**src/hdl/dotc_regs.vh**
```
// Register map, field layout and timing constants of the termination controller.
`ifndef DOTC_REGS_VH
`define DOTC_REGS_VH
`define DOTC_ADDR_TERM_SET 2'h0
`define DOTC_ADDR_CTRL 2'h1
`define DOTC_ADDR_STATUS 2'h2
`define DOTC_ADDR_LAT 2'h3
`define DOTC_TERM_SET_RST 8'h00
`define DOTC_DQ_CODE_LSB 0
`define DOTC_DQ_CODE_MSB 2
`define DOTC_CA_CODE_LSB 4
`define DOTC_CA_CODE_MSB 6
`define DOTC_CODE_OFF 3'h0
`define DOTC_CODE_RSVD 3'h7
`define DOTC_CTRL_RST 8'h00
`define DOTC_CTRL_WLSET_B 0
`define DOTC_CTRL_BIN_LSB 1
`define DOTC_CTRL_BIN_MSB 3
`define DOTC_CTRL_BL32 4
`define DOTC_CTRL_WRLVL 5
`define DOTC_BIN_800 3'h0
`define DOTC_BIN_1066 3'h1
`define DOTC_BIN_1333 3'h2
`define DOTC_BIN_1600 3'h3
`define DOTC_BIN_1866 3'h4
`define DOTC_BIN_2133 3'h5
`define DOTC_LAT_NA 6'h00
`define DOTC_ON_A_1066 6'h04
`define DOTC_ON_A_1333 6'h04
`define DOTC_ON_A_1600 6'h06
`define DOTC_ON_A_1866 6'h06
`define DOTC_ON_A_2133 6'h08
`define DOTC_ON_B_800 6'h06
`define DOTC_ON_B_1066 6'h0C
`define DOTC_ON_B_1333 6'h0E
`define DOTC_ON_B_1600 6'h12
`define DOTC_ON_B_1866 6'h14
`define DOTC_ON_B_2133 6'h18
`define DOTC_OFF_A_1066 6'h14
`define DOTC_OFF_A_1333 6'h16
`define DOTC_OFF_A_1600 6'h18
`define DOTC_OFF_A_1866 6'h1A
`define DOTC_OFF_A_2133 6'h1C
`define DOTC_OFF_B_800 6'h16
`define DOTC_OFF_B_1066 6'h1C
`define DOTC_OFF_B_1333 6'h20
`define DOTC_OFF_B_1600 6'h24
`define DOTC_OFF_B_1866 6'h28
`define DOTC_OFF_B_2133 6'h2C
`define DOTC_BL32_EXTRA 6'h08
`define DOTC_TURN_TIME_MIN_PS 1500
`define DOTC_TURN_TIME_MAX_PS 3500
`define DOTC_CLK_PERIOD_PS 5000
`endif

```
**src/hdl/dotc_term_ctrl.v**
```verilog
// Termination controller for the command bus and data lanes of a low-power DRAM.
//
// Our own choices: the Avalon-MM interface to the registers and the register addresses.
`include "dotc_regs.vh"
`timescale 1ns/1ps
`default_nettype none

////////////////////////////////////////////////////////////////////////////////
// Notes on behaviour
// [RULE1] Command bus strength from 3-bit code.
// [RULE2] Nonzero data code enables lane termination.
// [RULE3] Zero data code disables lane termination.
// [RULE4] Termination covers data, strobes, mask pin.
// [RULE5] Enabled lanes rest off until write command.
// [RULE6] Termination ends after the write burst.
// [RULE7] Power-down or self-refresh forces lanes off.
// [RULE8] Turn-on latency counts from second column command.
// [RULE9] Turn-on latency per speed bin table.
// [RULE10] Turn-off latency counts from second column command.
// [RULE11] Turn-off latency per speed bin table.
// [RULE12] Burst of 32 adds eight turn-off cycles.
// [RULE13] Turn-on analog window 1.5 to 3.5 ns. The code's output register adds one 5 ns clock instead.
// [RULE14] Turn-off analog window 1.5 to 3.5 ns. The code's output register adds one 5 ns clock instead.
// [RULE15] Strap low keeps command bus unterminated.
// [RULE16] Write leveling: strobes only, data off.
// [RULE17] Command bus termination off after reset.
// [RULE18] Code 111 is reserved, treated as off.
module dotc_term_ctrl #(
    parameter CODE_W = 3,
    parameter LAT_W = 6
) (
    input wire mclk,
    input wire srst,
    input wire clk_en,
    input wire [1:0] avs_address,
    input wire avs_read,
    input wire avs_write,
    input wire [31:0] avs_writedata,
    output reg [31:0] avs_readdata,
    output wire avs_waitrequest,
    input wire cmd_clk,
    input wire cas2_write,
    input wire power_down,
    input wire self_refresh,
    input wire cmd_bus_term_strap,
    output reg [CODE_W-1:0] ca_term_code,
    output reg [CODE_W-1:0] dq_term_code,
    output reg dqs_term_code_en,
    output reg dq_term_en,
    output reg dqs_term_en,
    output reg mask_inversion_pin_term_en
);

////////////////////////////////////////////////////////////////////////////////
// Timing helpers.

localparam integer TURN_MIN_CYC = (`DOTC_TURN_TIME_MIN_PS + `DOTC_CLK_PERIOD_PS - 1) / `DOTC_CLK_PERIOD_PS;
localparam integer TURN_MAX_CYC_RAW = `DOTC_TURN_TIME_MAX_PS / `DOTC_CLK_PERIOD_PS;
localparam integer TURN_MAX_CYC = (TURN_MAX_CYC_RAW < 1) ? 1 : TURN_MAX_CYC_RAW;

// One-hot states of the lane engine.
localparam [2:0] ST_IDLE = 3'h1;
localparam [2:0] ST_WAIT_ON = 3'h2;
localparam [2:0] ST_ON = 3'h4;
localparam [LAT_W-1:0] CNT_ZERO = {LAT_W{1'b0}};
localparam [LAT_W-1:0] CNT_ONE = {{(LAT_W-1){1'b0}}, 1'b1};

// A latency of zero marks a bin without a defined latency; lanes stay off there, except the strobes in write leveling.
function [LAT_W-1:0] on_lat;
    input [2:0] bin;
    input set_b;
    begin
        if (set_b) begin
            case (bin)
                `DOTC_BIN_800: on_lat = `DOTC_ON_B_800;
                `DOTC_BIN_1066: on_lat = `DOTC_ON_B_1066;
                `DOTC_BIN_1333: on_lat = `DOTC_ON_B_1333;
                `DOTC_BIN_1600: on_lat = `DOTC_ON_B_1600;
                `DOTC_BIN_1866: on_lat = `DOTC_ON_B_1866;
                `DOTC_BIN_2133: on_lat = `DOTC_ON_B_2133;
                default: on_lat = `DOTC_LAT_NA;
            endcase
        end else begin
            case (bin)
                `DOTC_BIN_800: on_lat = `DOTC_LAT_NA;
                `DOTC_BIN_1066: on_lat = `DOTC_ON_A_1066;
                `DOTC_BIN_1333: on_lat = `DOTC_ON_A_1333;
                `DOTC_BIN_1600: on_lat = `DOTC_ON_A_1600;
                `DOTC_BIN_1866: on_lat = `DOTC_ON_A_1866;
                `DOTC_BIN_2133: on_lat = `DOTC_ON_A_2133;
                default: on_lat = `DOTC_LAT_NA;
            endcase
        end
    end
endfunction

function [LAT_W-1:0] off_lat;
    input [2:0] bin;
    input set_b;
    begin
        if (set_b) begin
            case (bin)
                `DOTC_BIN_800: off_lat = `DOTC_OFF_B_800;
                `DOTC_BIN_1066: off_lat = `DOTC_OFF_B_1066;
                `DOTC_BIN_1333: off_lat = `DOTC_OFF_B_1333;
                `DOTC_BIN_1600: off_lat = `DOTC_OFF_B_1600;
                `DOTC_BIN_1866: off_lat = `DOTC_OFF_B_1866;
                `DOTC_BIN_2133: off_lat = `DOTC_OFF_B_2133;
                default: off_lat = `DOTC_LAT_NA;
            endcase
        end else begin
            case (bin)
                `DOTC_BIN_800: off_lat = `DOTC_LAT_NA;
                `DOTC_BIN_1066: off_lat = `DOTC_OFF_A_1066;
                `DOTC_BIN_1333: off_lat = `DOTC_OFF_A_1333;
                `DOTC_BIN_1600: off_lat = `DOTC_OFF_A_1600;
                `DOTC_BIN_1866: off_lat = `DOTC_OFF_A_1866;
                `DOTC_BIN_2133: off_lat = `DOTC_OFF_A_2133;
                default: off_lat = `DOTC_LAT_NA;
            endcase
        end
    end
endfunction

// The reserved code behaves as off so that a stray value never terminates a pin.
function code_valid;
    input [2:0] code;
    begin
        case (code)
            `DOTC_CODE_OFF: code_valid = 1'b0;
            `DOTC_CODE_RSVD: code_valid = 1'b0; // RULE18
            default: code_valid = 1'b1;
        endcase
    end
endfunction

////////////////////////////////////////////////////////////////////////////////
// Registers.

reg [7:0] term_set_reg;
reg [7:0] ctrl_reg;
reg [2:0] cclk_sync_reg;
reg [1:0] cas_sync_reg;
reg cas_s_reg;
reg [1:0] pd_sync_reg;
reg [1:0] sr_sync_reg;
reg [1:0] strap_sync_reg;
reg [LAT_W-1:0] cnt_reg;
reg [LAT_W-1:0] cnt_next;
reg [2:0] state_reg;
reg [2:0] state_next;
reg rd_ack_reg;

wire [2:0] dq_code = term_set_reg[`DOTC_DQ_CODE_MSB:`DOTC_DQ_CODE_LSB];
wire [2:0] ca_code = term_set_reg[`DOTC_CA_CODE_MSB:`DOTC_CA_CODE_LSB];
wire [2:0] bin = ctrl_reg[`DOTC_CTRL_BIN_MSB:`DOTC_CTRL_BIN_LSB];
wire set_b = ctrl_reg[`DOTC_CTRL_WLSET_B];
wire wrlvl = ctrl_reg[`DOTC_CTRL_WRLVL];
wire dq_mode = code_valid(dq_code); // RULE2 RULE3 RULE18
wire low_power = pd_sync_reg[1] | sr_sync_reg[1];
wire cclk_rise = cclk_sync_reg[1] & ~cclk_sync_reg[2];
wire [LAT_W-1:0] lat_on = on_lat(bin, set_b); // RULE9
wire [LAT_W-1:0] lat_off = off_lat(bin, set_b) + (ctrl_reg[`DOTC_CTRL_BL32] ? `DOTC_BL32_EXTRA : 6'h00); // RULE11 RULE12
wire lat_ok = (lat_on != `DOTC_LAT_NA);

wire busy = (state_reg != ST_IDLE);
wire lane_on = (state_reg == ST_ON);
// Gating here drops the lanes in the same cycle as the mode or power change.
wire lane_live = lane_on && dq_mode && !low_power; // RULE7

// A read stalls one cycle so that the registered data stands when the stall drops.
wire rd_pending = avs_read && !rd_ack_reg;
wire bus_stall = (avs_read || avs_write) && !clk_en;

assign avs_waitrequest = rd_pending || bus_stall;

////////////////////////////////////////////////////////////////////////////////
// Register bus.

always @(posedge mclk) begin
    if (srst) begin
        term_set_reg <= `DOTC_TERM_SET_RST; // RULE17
        ctrl_reg <= `DOTC_CTRL_RST;
        avs_readdata <= 32'h0;
        rd_ack_reg <= 1'b0;
    end else if (clk_en) begin
        rd_ack_reg <= rd_pending;
        // Writes to the status and latency words are ignored.
        if (avs_write) begin
            case (avs_address)
                `DOTC_ADDR_TERM_SET: term_set_reg <= avs_writedata[7:0];
                `DOTC_ADDR_CTRL: ctrl_reg <= avs_writedata[7:0];
                default: ;
            endcase
        end
        if (rd_pending) begin
            case (avs_address)
                `DOTC_ADDR_TERM_SET: avs_readdata <= {24'h0, term_set_reg};
                `DOTC_ADDR_CTRL: avs_readdata <= {24'h0, ctrl_reg};
                `DOTC_ADDR_STATUS: avs_readdata <= {27'h0, low_power, busy, lane_on, dq_mode, strap_sync_reg[1]};
                `DOTC_ADDR_LAT: avs_readdata <= {16'h0, 2'h0, lat_off, 2'h0, lat_on};
                default: avs_readdata <= 32'h0;
            endcase
        end
    end
end

////////////////////////////////////////////////////////////////////////////////
// Synchronisers for pins from the command clock side.

always @(posedge mclk) begin
    if (srst) begin
        cclk_sync_reg <= 3'h0;
        cas_sync_reg <= 2'h0;
        cas_s_reg <= 1'b0;
        pd_sync_reg <= 2'h0;
        sr_sync_reg <= 2'h0;
        strap_sync_reg <= 2'h0;
    end else if (clk_en) begin
        cclk_sync_reg <= {cclk_sync_reg[1:0], cmd_clk};
        cas_sync_reg <= {cas_sync_reg[0], cas2_write};
        cas_s_reg <= cas_sync_reg[1];
        pd_sync_reg <= {pd_sync_reg[0], power_down};
        sr_sync_reg <= {sr_sync_reg[0], self_refresh};
        strap_sync_reg <= {strap_sync_reg[0], cmd_bus_term_strap};
    end
end

////////////////////////////////////////////////////////////////////////////////
// Data lane latency engine, counted in command clock edges.

// A new write command restarts the count in ST_WAIT_ON, so a write during ST_ON turns the lanes off until the new turn-on latency.
always @* begin
    state_next = state_reg;
    cnt_next = cnt_reg;
    if (!dq_mode || low_power || !lat_ok) begin
        state_next = ST_IDLE; // RULE3 RULE7
        cnt_next = CNT_ZERO;
    end else if (cclk_rise) begin
        if (cas_s_reg) begin
            state_next = ST_WAIT_ON; // RULE5 RULE8 RULE10
            cnt_next = CNT_ONE;
        end else begin
            case (state_reg)
                ST_IDLE: begin
                    cnt_next = cnt_reg;
                end
                ST_WAIT_ON: begin
                    cnt_next = cnt_reg + CNT_ONE;
                    if (cnt_reg == lat_on) begin
                        state_next = ST_ON; // RULE8
                    end
                end
                ST_ON: begin
                    cnt_next = cnt_reg + CNT_ONE;
                    if (cnt_reg == lat_off) begin
                        state_next = ST_IDLE; // RULE6 RULE10
                    end
                end
                default: begin
                    state_next = ST_IDLE;
                    cnt_next = CNT_ZERO;
                end
            endcase
        end
    end
end

always @(posedge mclk) begin
    if (srst) begin
        state_reg <= ST_IDLE;
        cnt_reg <= CNT_ZERO;
    end else if (clk_en) begin
        state_reg <= state_next;
        cnt_reg <= cnt_next;
    end
end

////////////////////////////////////////////////////////////////////////////////
// Termination outputs, registered.

always @(posedge mclk) begin
    if (srst) begin
        ca_term_code <= `DOTC_CODE_OFF;
        dq_term_code <= `DOTC_CODE_OFF;
        dqs_term_code_en <= 1'b0;
        dq_term_en <= 1'b0;
        dqs_term_en <= 1'b0;
        mask_inversion_pin_term_en <= 1'b0;
    end else if (clk_en) begin
        ca_term_code <= (strap_sync_reg[1] && code_valid(ca_code)) ? ca_code : `DOTC_CODE_OFF; // RULE1 RULE15
        dq_term_code <= dq_mode ? dq_code : `DOTC_CODE_OFF; // RULE2
        dqs_term_code_en <= dq_mode;
        if (wrlvl) begin
            dq_term_en <= 1'b0; // RULE16
            mask_inversion_pin_term_en <= 1'b0;
            dqs_term_en <= dq_mode && !low_power; // RULE16
        end else begin
            // This single register stage adds one 5 ns clock, past the 3.5 ns end of the analog turn windows.
            dq_term_en <= lane_live; // RULE4 RULE13 RULE14
            dqs_term_en <= lane_live; // RULE4
            mask_inversion_pin_term_en <= lane_live; // RULE4
        end
    end
end

endmodule
`default_nettype wire

```
**config.mk**
```make
export PLATFORM = sky130hd
export DESIGN_NAME = dotc_term_ctrl
export DESIGN_NICKNAME = d
export VERILOG_FILES = /design/src/hdl/dotc_term_ctrl.v
export VERILOG_INCLUDE_DIRS = /design/src /design/src/hdl
export SDC_FILE = /design/constraint.sdc
export NUM_CORES = 1
export LEC_CHECK = 0
export ABC_AREA = 1
export BUFFER_PORTS_ARGS = -buffer_cell sky130_fd_sc_hd__buf_2
export CAP_MARGIN = 15
export CORE_MARGIN = 2
export CORE_UTILIZATION = 56
export DETAILED_ROUTE_END_ITERATION = 12
export PLACE_DENSITY_LB_ADDON = 0.12
export SETUP_SLACK_MARGIN = 0.4
export SYNTH_ARGS = -nofsm -noshare
export SYNTH_HDL_FRONTEND = slang
export SYNTH_SLANG_ARGS = --single-unit
```
**constraint.sdc**
```tcl
create_clock -name mclk -period 5.4 [get_ports mclk]
set_clock_uncertainty 0.05 [all_clocks]
set_input_delay 0.81 -clock mclk [delete_from_list [all_inputs] [get_ports mclk]]
set_output_delay 0.81 -clock mclk [all_outputs]
set_load 0.01 [all_outputs]
```
# After elaboration in Yosys (flattened, before gate mapping)
# Cells that the tools add are included.
[word_totals] input_bits=44 latch_bits=0 regBits=79 output_inout_bits=43 rom_bits=0 ram_bits=0 n_memories=0
[classes] mux=26 shifts=0 n_bitwise=3 eq_ne=19 n_addsub=2 div_mod_pow=0 n_mul=0 n_lt_le_gt_ge=0 n_reduce_logical=30
[op_table] op="$pmux W32 S4" n=1
[op_table] op="$pmux W6 S6" n=1
[op_table] op="$mux W6" n=5
[op_table] op="$pmux W5 S6" n=1
[op_table] op="$pmux W5 S5" n=1
[op_table] op="$mux W3" n=7
[op_table] op="$eq A3 B3 Y1 const B" n=5
[op_table] op="$eq A6 B6 Y1" n=2
[op_table] op="$pmux W4 S3" n=1
[op_table] op="$pmux W6 S2" n=1
[op_table] op="$reduce_or A2 Y1" n=5
[op_table] op="$eq A3 B2 Y1 const B" n=3
[op_table] op="$logic_not A3 Y1" n=3
[op_table] op="$pmux W3 S3" n=1
[op_table] op="$reduce_and A3 Y1" n=3
[op_table] op="$add A6 B1 Y6 const B" n=1
[op_table] op="$add A6 B4 Y6" n=1
[op_table] op="$eq A3 B1 Y1 const B" n=2
[op_table] op="$logic_and A1 B1 Y1" n=6
[op_table] op="$mux W1" n=6
[op_table] op="$reduce_bool A6 Y1" n=1
[op_table] op="$reduce_and A5 Y1" n=1
[op_table] op="$eq A2 B2 Y1 const B" n=2
[op_table] op="$logic_not A1 Y1" n=4
[op_table] op="13 further kinds" n=16

# Depth between registers and ports, before layout
# Gate-level depths: netlist (run 1).
[depth] depth_word=10 mapped_depth=20 mapped_depth_nobuf=20

# Least setup slack after synthesis (run 1)
# OpenSTA, ideal clock, no wires.
[synth_path] kind="register to register" startpoint="reg ctrl_reg[2]" endpoint="reg state_reg[1]" setup_slack_ns=2.750 t_arrival_ns=2.485 t_required_ns=5.235 n_path_buf=0 path_stages_with_launch=17 path_cell_list="dfxtp_1 > inv_1 > ha_1 > inv_1 > nand2_1 > a22o_1 > ha_1 > ha_1 > or2_2 > nand4_1 > nor2_1 > nand3_1 > nor2_1 > nor2_1 > nor2_4 > a21oi_1 > nor2_1"
[synth_between] elab_chain_cells=9
[synth_rtl] element="from (decl)" line_no="dotc_term_ctrl.v:141" text="reg [7:0] ctrl_reg;"
[synth_rtl] element="from (signal assigned)" line_no="dotc_term_ctrl.v:183" text="ctrl_reg <= `DOTC_CTRL_RST;"
[synth_rtl] element="from (signal assigned)" line_no="dotc_term_ctrl.v:192" text="`DOTC_ADDR_CTRL: ctrl_reg <= avs_writedata[7:0];"
[synth_rtl] element="parallel branches: the longest is 9 deep, another holds $add A6 B4 Y6"
[synth_rtl] element="to (signal assigned)" line_no="dotc_term_ctrl.v:274" text="state_reg <= state_next;"
[synth_rtl] element="to (decl)" line_no="dotc_term_ctrl.v:150" text="reg [2:0] state_reg;"
# Several ways; the timed one is not identified.
# A chain may end at the register's enable or synchronous reset.

# Worst setup path in the final report (run 1)
[layout_path] startpoint="reg ctrl_reg[2]" endpoint="reg state_reg[0]"
# Same word-level chain as after synthesis.

==> results.txt, run 1 <==
- In the routed layout, each cell is associated on average with a via count of around 5.2.
- The top cell types in the final layout, fill and taps aside, are sky130_fd_sc_hd__nand2_1, sky130_fd_sc_hd__nor2_1, sky130_fd_sc_hd__dfxtp_1, sky130_fd_sc_hd__a21oi_1, sky130_fd_sc_hd__o21ai_0.
- Kind of critical path: flop to flop
- Die ar.: 0.006266 sq mm
* Final-report setup violation count: 0
- The startpoint identified for the worst register-to-register timing path is ctrl_reg[2].
* Cell count of the worst reg-to-reg path: 19
- The floorplan step defined a core boundary enclosing roughly 0.0055 sq mm.
- Detailed-route wire length per cell: 12.50 microns
- Post-CTS repair changed the size of 0 cells.
* Bufs on Longest Clock Path: 2
- Total congestion overflow: 0
- Buffers placed on the I/O ports in this run total 43.
- Die Y: roughly 79 microns
* GR Layer Usage met1: 0.3198
- In this run, synthesis produced a sequential element count of 60.
- In this run, CTS created clock tree buffers numbering 9.
- The pre-antenna-repair detailed-routing pass consisted of 4 iterations.
- The clock period could shrink to a little over 3 ns.
* Layout overhead on the synthesized area: 11.15%
- Endpoint class of the critical path: flop
- Total of max-cap violations: 0
- The tightest min-delay check is of the flop to flop type.
- In this run the cell area measured after placement is roughly 0.0033 sq mm.
- Entering global routing, the biggest net connects 43 pins.
- Post-CTS Hold Fix Bufs: 0
- Count of pins over their slew limit: 0
- The final count of hold timing violations is 0.
* Number of levels the H-tree was split into: 3
- Source-to-sink clock delay at the later pin of the worst-skew pair: about 0.34 ns
* Number of sinks handled by clock tree synthesis: 60
- Synthesis produced a netlist whose cell count is approximately 460.
- Leaving out fill and tap cells, the most frequent cell in the layout is sky130_fd_sc_hd__nand2_1.
* Count of unique library cells instantiated by Yosys: 35
- The biggest area contributor in the post-synthesis netlist is sky130_fd_sc_hd__dfxtp_1.
* Portion of the clock cycle consumed by the worst path in the final layout: 0.5720
- For met3 alone, demand over resource in global routing was 0.03409.
- In this run the static leakage power is 0.001604 uW.
- Data arrival time of the worst path: about 3.2 ns
* Internal reg-to-reg setup slack: about 2.3 ns
* Violation count after the first detailed-routing iteration: 165
- CTS tree: done
- Dividing total power by cell area gives a power density of 288.6 mW/mm^2.
- Count of antenna-violating nets left after detailed routing: 0
- In the final layout, the share of cells above drive strength 1 is 0.1551.
- CTS Root Buffer Type: sky130_fd_sc_hd__clkbuf_8
* Syn avg cell area: about 6.9 sq um
- Horiz. Die Dim: between 70 and 80 microns
- Setup repair after global routing left no endpoint under its margin.
- The layer flagged by global routing as most heavily used is met2.
- Maximum frequency from static timing analysis: between 300 and 400 MHz
* Final WL: around 7.2 mm
* Crit path launch: ctrl_reg[2]
* Outcome: completed
* Required time of the critical path: 5.53 ns
* Post-synthesis cell area: between 0.003 and 0.004 sq mm
- Count of nets after finishing: 550
* Measured slew at the worst slew-check pin: a little over 1 ns
- Worst IR Drop VDD: 171.1 uV
- Of all nets on the critical path, the largest fanout is 9.
* Number of buffers inserted by post-CTS setup repair: 0
* Timing endpoint of the critical path: state_reg[0]
- Antenna violations before repair: 0
- Synth Warn #: 0
- During I/O placement, the number of pins put on the boundary was 87.
* Final Instance Area: roughly 0.0035 sq mm
* Total via count after detailed routing: between 3000 and 4000
* Top cells by area in the synthesized netlist: sky130_fd_sc_hd__dfxtp_1, sky130_fd_sc_hd__nand2_1, sky130_fd_sc_hd__nor2_1
* Effective utilization at floorplan: 0.5780
* Kind of start point of the critical path: flop
* Core utilization of the finished layout: 0.6424
- For this run, the register share of the synthesized area comes to 0.3797.
- The number of antenna diodes in the final layout is 0.
- First-pass GRT wire length: 12.11 mm
- The via count of the first global-routing pass came to between 2000 and 3000.
- After clock tree synthesis, the clock-pin slew on the worst setup and hold paths is 0.07 ns.
- Met2 track utilization from global routing: 0.4025
- Routability congestion estimate: 0.9034
- End of the worst register-to-register path: state_reg[0]
- In the routed design, unresolved DRC markers number 0.
- Detailed placement ended at an HPWL of 5.160 mm.
- Slew Limit Headroom: 0.3187
- Area share of the largest cell type after synthesis: 0.3797
- Tot GR Track Use: 0.2446
* FP Rows: 27
- The register with the most flip-flops in the layout has 13 of them.
- Fin Setup TNS: 0 ns
==> cell type report <==
class                   count  area, sq um
clock buffers               9        123.9
clock inverters             7        75.07
fillers                   506         1957
inverters                  46        172.7
multi-input cells         338         1638
flip-flops and latches     60         1201
well taps                  72        90.09
repair buffers             43        215.2
==> worst min-delay path by stage <==
stage / cells after the start / slack, ns / from / to
floorplan: 2 / 0.37 / term_set_reg[3] / term_set_reg[3]
CTS: 2 / 0.41 / term_set_reg[3] / term_set_reg[3]
global placement: 2 / 0.39 / term_set_reg[3] / term_set_reg[3]
global route: 2 / 0.43 / term_set_reg[3] / term_set_reg[3]
detailed placement: 2 / 0.40 / term_set_reg[3] / term_set_reg[3]
finish: 2 / 0.41 / term_set_reg[3] / term_set_reg[3]
==> power by group <==
group / internal, uW / switching (uW)
Sequential: 462 / 14.6
Combinational: 43.2 / 88.8
Clock: 214 / 192
Total: 719 / 295
==> critical path, stage by stage (launching register included) <==
cell and delay, ns:
sky130_fd_sc_hd__dfxtp_1 0.50, sky130_fd_sc_hd__inv_1 0.20, sky130_fd_sc_hd__ha_1 0.23, sky130_fd_sc_hd__inv_1 0.07
sky130_fd_sc_hd__nand2_1 0.08, sky130_fd_sc_hd__a22o_1 0.22, sky130_fd_sc_hd__ha_1 0.19, sky130_fd_sc_hd__ha_1 0.31
sky130_fd_sc_hd__nand2_1 0.08, sky130_fd_sc_hd__nand2_1 0.05, sky130_fd_sc_hd__inv_1 0.06, sky130_fd_sc_hd__nand4_1 0.09
sky130_fd_sc_hd__nor2_1 0.12, sky130_fd_sc_hd__nand3_1 0.12, sky130_fd_sc_hd__nor2_1 0.14, sky130_fd_sc_hd__nor2_1 0.09
sky130_fd_sc_hd__nor2_4 0.16, sky130_fd_sc_hd__nand2_1 0.07, sky130_fd_sc_hd__nand2_1 0.06, sky130_fd_sc_hd__nand3_1 0.05
==> logic make-up (layout without fill, tap and decap cells) <==
| family | Yosys count | after routing | share of synthesized area |
|---|---|---|---|
| buf+inv | 81 | 105 | 0.1238 |
| other cells | 1 | 19 | 0.001186 |
| fa+ha+maj | 8 | 8 | 0.03165 |
| simple gates | 199 | 199 | 0.2686 |
| compound gates | 109 | 109 | 0.1867 |
| flops | 60 | 60 | 0.3797 |
| xor+xnor | 3 | 3 | 0.008308 |
==> routing by layer <==
layer / up-vias / routed length, microns
li1: 1540 / -
met1: 1356 / 3167
met4: 0 / 110
met3: 10 / 413
met2: 106 / 3495
met5: - / 0
==> cell usage after synthesis <==
| cell type | number |
|---|---|
| sky130_fd_sc_hd__nand2_2 | 4 |
| sky130_fd_sc_hd__o21ai_0 | 46 |
| sky130_fd_sc_hd__nor3_1 | 3 |
| sky130_fd_sc_hd__a21oi_2 | 1 |
| sky130_fd_sc_hd__dfxtp_1 | 60 |
| sky130_fd_sc_hd__nand3_2 | 1 |
| sky130_fd_sc_hd__nand3_1 | 25 |
| sky130_fd_sc_hd__buf_1 | 1 |
| sky130_fd_sc_hd__conb_1 | 1 |
| sky130_fd_sc_hd__nand2_1 | 84 |
| sky130_fd_sc_hd__o221ai_1 | 2 |
| sky130_fd_sc_hd__nor2_1 | 69 |
| sky130_fd_sc_hd__ha_1 | 8 |
| sky130_fd_sc_hd__nor2_4 | 2 |
| sky130_fd_sc_hd__a31oi_1 | 1 |
| sky130_fd_sc_hd__a211oi_2 | 1 |
| sky130_fd_sc_hd__or2_2 | 2 |
| sky130_fd_sc_hd__inv_1 | 42 |
| sky130_fd_sc_hd__buf_6 | 1 |
| sky130_fd_sc_hd__a21oi_1 | 47 |
| sky130_fd_sc_hd__inv_2 | 4 |
| sky130_fd_sc_hd__nor2_2 | 1 |
| sky130_fd_sc_hd__a221oi_1 | 1 |
| sky130_fd_sc_hd__a22o_1 | 1 |
| sky130_fd_sc_hd__nand2_4 | 1 |
| sky130_fd_sc_hd__nand4_1 | 6 |
| sky130_fd_sc_hd__nor3_2 | 1 |
| sky130_fd_sc_hd__buf_4 | 21 |
| sky130_fd_sc_hd__o21ai_1 | 5 |
| sky130_fd_sc_hd__a21oi_4 | 1 |
| sky130_fd_sc_hd__a32oi_1 | 1 |
| sky130_fd_sc_hd__buf_2 | 1 |
| sky130_fd_sc_hd__clkbuf_1 | 11 |
| sky130_fd_sc_hd__o22ai_1 | 2 |
| sky130_fd_sc_hd__xor2_1 | 3 |
==> stage by stage <==
stage	total power [uW]	hold WS, ns	setup WS (ns)	std cells
after floorplan	590.8	0.3746	2.750	479
after global placement	614.6	0.3915	2.183	559
after detailed placement	616.4	0.3981	2.167	559
after CTS	1021	0.4080	2.376	575
after global routing	1061	0.4288	2.076	575
final	1015	0.4075	2.311	575
(Power assumes the default switching activity.)
==> inputs of run 2 (changes only) <==
--- a/config.mk
+++ b/config.mk
@@ -10,7 +10,7 @@
 export BUFFER_PORTS_ARGS = -buffer_cell sky130_fd_sc_hd__buf_2
 export CAP_MARGIN = 15
 export CORE_MARGIN = 2
-export CORE_UTILIZATION = 56
+export CORE_UTILIZATION = 47
 export DETAILED_ROUTE_END_ITERATION = 12
 export PLACE_DENSITY_LB_ADDON = 0.12
 export SETUP_SLACK_MARGIN = 0.4
==> constraint.sdc (replaced) <==
create_clock -name mclk -period 2.56 [get_ports mclk]
set_clock_uncertainty 0.05 [all_clocks]
set_input_delay 0.384 -clock mclk [delete_from_list [all_inputs] [get_ports mclk]]
set_output_delay 0.384 -clock mclk [all_outputs]
set_load 0.01 [all_outputs]
==> run 2 against run 1 <==
  * Worst hold slack got worse by 0.21 ns
  * Sequential cell count did not move
  * Sequential power rose by 110%
  * Final cell count rose by 4.0%
  * Die area rose by 18%
  * Design area rose by 8.9%
  * Setup slack got worse by 2.1 ns
  * Critical path type unchanged
  * Critical endpoint is now state_reg[1]
  * Largest cell class unchanged
  * Largest power group is now the clock network
==> results.txt, run 2 (synthesis results as in run 1) <==
- The flow ran to the end, and the final reports show no timing, DRC or antenna violations.
- Wires add up to between 7 and 8 mm.
- Input/output buffers: 43
- The first detailed-routing pass took 4 iterations.
* Largest register FFs: 13
- The completed layout was analyzed and its total power is 2490 uW.
- In this run the worst hold path is classified as input port to flop.
- The first routing iteration left about 130 violations.
* Data arrival time of the worst path: between 2 and 3 ns
- At the end of the flow, the number of nets in the layout was roughly 570.
* Count of pins over their slew limit: 0
* Final count of hold timing violations: 0
* Most frequent cells in the layout: sky130_fd_sc_hd__nand2_1, sky130_fd_sc_hd__nor2_1, sky130_fd_sc_hd__dfxtp_1, sky130_fd_sc_hd__a21oi_1, sky130_fd_sc_hd__o21ai_0
* Effective utilization at floorplan: 0.4925
- The worst register-to-register path has a depth of 17.
- Remaining design rule violation count: 0
- Total clock buffers created by CTS: 9
- Hpwl dp: 5.413 mm
* Detailed-route vias per instance: 5.079
* Horiz. Die Dim: 86.04 microns
- Following the worst setup path forward leads to its endpoint at state_reg[1].
- CTS Root Buffer Type: sky130_fd_sc_hd__clkbuf_8
* Peak fanout along the critical path: 6
- Internal reg-to-reg setup slack: slightly above 0.2 ns
* Post-layout minimum cycle time: between 2 and 2.5 ns
- Final-report setup violation count: 0
- End of the worst register-to-register path: state_reg[1]
- Bufs on Longest Clock Path: 2
- After the flow finishes, the layout carries non-filler instances totaling 598.
* Number of global-route vias before repair: 2820
* Total via count after detailed routing: between 3000 and 4000
* Footprint of the multi-input gates: between 0.0015 and 0.002 sq mm
- Of the cells placed in the final design, the portion with a size suffix greater than 1 is 0.2150.
* Detailed-route wire length per cell: 12.67 microns
* Tot GR Track Use: 0.2204
- The initial antenna violation count is 0.
- Of the available clock period, the critical path in the final layout requires 0.9188.
- The area growth from synthesis to layout is 21.04%.
- Entering global routing, the biggest net connects 26 pins.
- At the worst endpoint, the required time is 2.76 ns.
- FF+latch area: between 0.001 and 0.0015 sq mm
* Die ar.: approximately 0.0074 sq mm
- TritonCTS built the clock tree.
- Count of antenna-violating nets left after detailed routing: 0
- Row generation in the floorplan step produced 29 rows.
- Crit path launch: ctrl_reg[2]
- After global routing the overflow that remains totals 0.
- Endpoint class of the critical path: flop
- R2R Path Start: ctrl_reg[2]
* Clock Pin Slew Worst Setup and Hold Paths: around 0.080 ns
- Counting tap cells, the placed design contains a total of between 500 and 600 instances.
- Source-to-sink clock delay at the later pin of the worst-skew pair: roughly 0.35 ns
- Setup repair after global routing could not meet its margin everywhere.
- Core utilization of the finished layout: 0.5961
* Antenna Diode Count: 0
* Die Y: approximately 86 microns
- The H-tree was split into 3 levels.
- Slowest cell on the critical path: sky130_fd_sc_hd__dfxtp_4
- Cell-by-cell trace of the critical path: inv_8 > ha_4 > inv_2 > nand2_2 > a22o_1 > ha_2 > ha_4 > or2_4 > nand4_1 > nor2_1 > nand3_1 > nor2_2 > nor2_2 > nor2_4 > nand3_1 > nand2_1 > nor2_1
- Core Box Area: approximately 0.0064 sq mm
- The tool flagged a number of max-cap violations equal to 0.
- First-pass GRT wire length: approximately 13 mm
- Leak: roughly 0.0018 uW
* Worst IR Drop VDD: ~450 uV
- Pin placement for this block handled slightly below 90 I/O pins.
- Derived from the worst setup path, the maximum achievable clock frequency is around 430 MHz.
* Post-CTS Hold Fix Bufs: 0
- The congestion estimate from routability-driven global placement came to 0.8501.
- At the pin with the least slew margin, the transition time is a little over 0.6 ns.
- P per Cell Area: roughly 650 mW/mm^2
- In this run the most critical hold path is launched from cas2_write.
- The clock net in this run drives a total of 60 sinks.
* Kind of critical path: flop to flop
- Critical path's largest stage delay: between 0.3 and 0.4 ns
- The library cell used most frequently in the layout, excluding fill and tap cells, is sky130_fd_sc_hd__nand2_1.
- Kind of start point of the critical path: flop
- Slew Limit Headroom: 0.5864
* Fill cell total of the finished layout: 629
## run 2: how the worst min path moves through the flow
stage / end / slack (ns) / depth (start not counted)
floorplan: term_set_reg[3] / 0.37 / 2
global placement: cclk_sync_reg[2] / 0.39 / 2
detailed placement: avs_readdata[6] / 0.40 / 2
CTS: cas_sync_reg[0] / 0.19 / 3
global route: sr_sync_reg[0] / 0.21 / 3
finish: cas_sync_reg[0] / 0.20 / 3
## run 2: per-layer routing
layer	vias to the layer above	part of all wire	global-route usage
met5	-	0	0
met1	1366	0.48	0.2799
met4	0	0.015	0.07504
met2	71	0.47	0.3679
li1	1589	-	-
met3	11	0.042	0.05005
## run 2: critical path, delay by kind of cell, from the launching register on
kind	cells	cell delay, ns
and+or+nand+nor	11	0.89
adders and majority gates	3	0.60
DFF	1	0.39
AOI/OAI and AO/OA	1	0.21
buffers and inverters	2	0.10
## run 2: repair_timing
item / 4_1_cts / 5_1_grt
gates resized for setup: 6 / 11
endpoints found under the hold margin: 0 / 0
setup buffers: 4 / 2
pin swaps: 7 / 4
setup endpoints to repair: 3 / 6
## run 2: power breakdown
part / leakage (uW) / internal (uW) / total, uW / switching [uW]
Combinational: 0.00114 / 116 / 314 / 199
Sequential: 0.000492 / 973 / 1000 / 30.8
Clock: 0.000132 / 753 / 1170 / 419
Total: 0.00176 / 1840 / 2490 / 648
## run 2: final cells by class
cell class	count	area share
clock buffers	9	0.03235
clock inverters	7	0.03856
inverters	46	0.04837
multi-input cells	338	0.4474
flip-flops and latches	60	0.3157
well taps	77	0.02516
repair buffers	61	0.09248
## run 2: per-stage QoR
stage	TNS (ns)	cell area [sq um]	setup slack, ns	hold slack (ns)
2_1_floorplan	0	3271	0.2797	0.3746
3_3_place_gp	0	3453	0.05585	0.3940
3_5_place_dp	0	3453	0.06327	0.4012
4_1_cts	0	3781	0.1573	0.1928
5_1_grt	-0.0001832	3829	-0.0001832	0.2108
6_report	0	3829	0.2079	0.1993
==> inputs of run 3 (changes only) <==
--- a/config.mk
+++ b/config.mk
@@ -10,7 +10,7 @@
 export BUFFER_PORTS_ARGS = -buffer_cell sky130_fd_sc_hd__buf_2
 export CAP_MARGIN = 15
 export CORE_MARGIN = 2
-export CORE_UTILIZATION = 47
+export CORE_UTILIZATION = 56
 export DETAILED_ROUTE_END_ITERATION = 12
 export PLACE_DENSITY_LB_ADDON = 0.12
 export SETUP_SLACK_MARGIN = 0.4
==> constraint.sdc (replaced) <==
create_clock -name mclk -period 2.8 [get_ports mclk]
set_clock_uncertainty 0.05 [all_clocks]
set_input_delay 0.42 -clock mclk [delete_from_list [all_inputs] [get_ports mclk]]
set_output_delay 0.42 -clock mclk [all_outputs]
set_load 0.01 [all_outputs]
==> run 3 against run 2 <==
  * Combinational power down 7.3%
  * Sequential cell count unchanged
  * Global-route usage up 4.9 points
  * Fmax down 3.6%
  * Critical path depth up 2
  * Register-to-register slack better by 0.15 ns
  * Worst hold slack better by 0.036 ns
  * Critical path type unchanged
  * Highest routed layer unchanged
==> results.txt, run 3 (synthesis results as in run 1) <==
* Outcome: completed
- Once layout is complete, the cells apart from fillers number 592.
- Count of nets after finishing: ~570
* CTS Root Buffer Type: sky130_fd_sc_hd__clkbuf_8
- Slew Limit Headroom: 0.4541
- CTS tree: done
* Boundary Pins: 87
* Kind of critical path: flop to flop
- Setup slack closes at about 0.36 ns.
- Post-placement cell count: 565
- Internal Dissipation: about 1500 uW
* Net Switching: roughly 600 uW
- In the global route stage, overall resource usage came out at 0.2696.
- RSZ-0062 raised after global routing: true
- Among the stages of the critical path, the cell type that occurs most often is sky130_fd_sc_hd__nand2_1.
- Cell-by-cell trace of the critical path: inv_4 > ha_4 > inv_2 > nand2_2 > buf_4 > buf_4 > buf_4 > nand2_1 > inv_1 > nor2_2 > nand3_2 > nand2_4 > nand2_1 > nand2_2 > nand2_4 > nor2_4 > nand2_1 > nand2_1 > nand3_1
- Layout overhead on the synthesized area: 19.15%
- Most frequent cells in the layout: sky130_fd_sc_hd__nand2_1, sky130_fd_sc_hd__nor2_1, sky130_fd_sc_hd__dfxtp_1, sky130_fd_sc_hd__o21ai_0, sky130_fd_sc_hd__a21oi_1
- Maximum frequency from static timing analysis: around 410 MHz
- Total of max-cap violations: 0
- The share of total power dissipated in sequential elements is 0.437.
* Count of antenna-violating nets left after detailed routing: 0
* P per Cell Area: roughly 560 mW/mm^2
- In this run the tool buffered the top-level ports with 43 buffer cells.
- Detailed-router iteration count before antenna repair: 5
- The share of total power dissipated in combinational logic is 0.138.
* Slowest cell on the critical path: sky130_fd_sc_hd__dfxtp_4
- Of all nets on the critical path, the largest fanout is 12.
- R2R Path Start: ctrl_reg[2]
* Detailed-route vias per instance: between 5 and 6
- The total overflow left after global routing is 0.
- Setup violations remaining at the end of the flow were counted as 0.
- Routability congestion estimate: approximately 0.83
- At the placement stage, the worst setup path has a slack of between 0.2 and 0.25 ns.
- After routing, the total negative slack on setup checks comes to 0 ns.
- For this configuration, the core starts out at a cell density of 0.5780.
* Worst IR Drop VDD: 404.1 uV
* Share of power burned in the clock network: 0.424
- Leaving out fill and tap cells, the most frequent cell in the layout is sky130_fd_sc_hd__nand2_1.
* Cell count of the worst reg-to-reg path: 19
- Kind of start point of the critical path: flop
- Hpwl dp: around 5.4 mm
- In this run the static leakage power is 0.001726 uW.
- Total clock buffers created by CTS: 9
* Share of cells above drive strength 1: 0.2154
* Antenna Diode Count: 0
- At the worst endpoint, the arrival time is about 2.6 ns.
* Measured slew at the worst slew-check pin: around 0.8 ns
* Critical path's largest stage delay: 0.38 ns
- Final count of hold timing violations: 0
- The tree built by TritonCTS fans out to 60 sinks.
- In this run the vertical extent of the chip is approximately 80 microns.
- Post-CTS Hold Fix Bufs: 0
- Min-Delay Path Class: input port to flop
- The longest clock path from root to sink contains 2 buffers.
* Horiz. Die Dim: between 70 and 80 microns
* Switching part of the total: 0.2859
- Internal reg-to-reg setup slack: roughly 0.36 ns
- Detailed-route wire length per cell: 13.30 microns
- The H-tree was split into 3 levels.
- First-pass GRT wire length: about 13 mm
- Core Box Area: roughly 0.0055 sq mm
* Die ar.: between 0.006 and 0.007 sq mm
- In the routed design, unresolved DRC markers number 0.
* Final WL: approximately 7.9 mm
- Counting buffers and inverters, the worst setup path is 19 cells deep.
- Timing endpoint of the critical path: state_reg[0]
- Antenna violations before repair: 0
- End of the worst register-to-register path: state_reg[0]
- Source-to-sink clock delay at the later pin of the worst-skew pair: around 0.35 ns
- Number of global-route vias before repair: 2885
- Post-Route Hold Slack: around 0.24 ns
- In this run the worst setup path begins at ctrl_reg[2].
* Required time of the critical path: between 2 and 3 ns
* Core utilization of the finished layout: 0.6886
- STA classifies the critical path endpoint as a flop.
- The register with the most flip-flops in the layout has 13 of them.
* Sum of buffers and inverters on the critical path: 6
* Violation count after the first detailed-routing iteration: about 240
* FP Rows: 27
* Maximum number of pins on one net before global-route repair: 35
- Clock-pin slew was measured on the worst setup and hold paths at around 0.080 ns.
- Post-layout minimum cycle time: 2.439 ns
- Grouping stages by cell kind, the critical path spends the most delay in simple AND/OR/NAND/NOR gates.
- Portion of the clock cycle consumed by the worst path in the final layout: 0.8711
- Total via count after detailed routing: 3180
* Count of pins over their slew limit: 0
run 3: cell count changes in the layout (fill, tap and decap cells not counted), moves of 2 or more:
cell	before	now
sky130_fd_sc_hd__a21oi_2	1	3
sky130_fd_sc_hd__inv_8	2	0
sky130_fd_sc_hd__a21oi_1	47	45
sky130_fd_sc_hd__nand3_1	25	23
sky130_fd_sc_hd__nand2_1	80	82
sky130_fd_sc_hd__inv_6	0	3
sky130_fd_sc_hd__bufinv_16	4	2
run 3: worst min path at each step:
stage / startpoint / to / cells after the start / slack [ns]
after floorplan: term_set_reg[3] / term_set_reg[3] / 2 / 0.37
after global placement: term_set_reg[3] / term_set_reg[3] / 2 / 0.39
after detailed placement: term_set_reg[3] / term_set_reg[3] / 2 / 0.40
after CTS: self_refresh / sr_sync_reg[0] / 3 / 0.23
after global routing: cas2_write / cas_sync_reg[0] / 3 / 0.23
final: self_refresh / sr_sync_reg[0] / 3 / 0.24
run 3: layout make-up:
cell class              instances  area, sq um
clock buffers                   9        123.9
clock inverters                 7        98.84
fillers                       488         1704
inverters                      46        180.2
multi-input cells             338         1720
flip-flops and latches         60         1209
well taps                      72        90.09
repair buffers                 60        346.6
run 3: tightest hold or removal path: cells and delay by family:
| family | cells | cell delay, ns |
|---|---|---|
| buffers and inverters | 1 | 0.07 |
| AND/OR/NAND/NOR | 2 | 0.11 |
run 3: routing by layer:
metal	vias to the layer above	track usage	routed length, microns
met5	-	0	0
met4	0	0.1362	212
met3	22	0.05000	492
met2	129	0.4322	3740
met1	1449	0.3471	3428
li1	1580	-	-
run 3: what timing repair did:
item	4_1_cts	5_1_grt
endpoints found under the setup margin	3	8
cloned	0	0
resized for setup	12	7
setup buffers	10	1
pin swaps	8	8
run 3: power by group through the flow:
stage | logic [uW] | registers (uW) | clock network (uW)
3_3_place_gp | 257 | 936 | 0
3_5_place_dp | 261 | 938 | 0
5_1_grt | 331 | 922 | 943
6_report | 291 | 919 | 893
4_1_cts | 279 | 918 | 900
2_1_floorplan | 207 | 935 | 0
run 3: through the flow:
step	power, uW	instance area (sq um)
floorplan	1142	3254
global placement	1193	3386
detailed placement	1198	3386
CTS	2097	3732
global route	2196	3769
finish	2103	3769
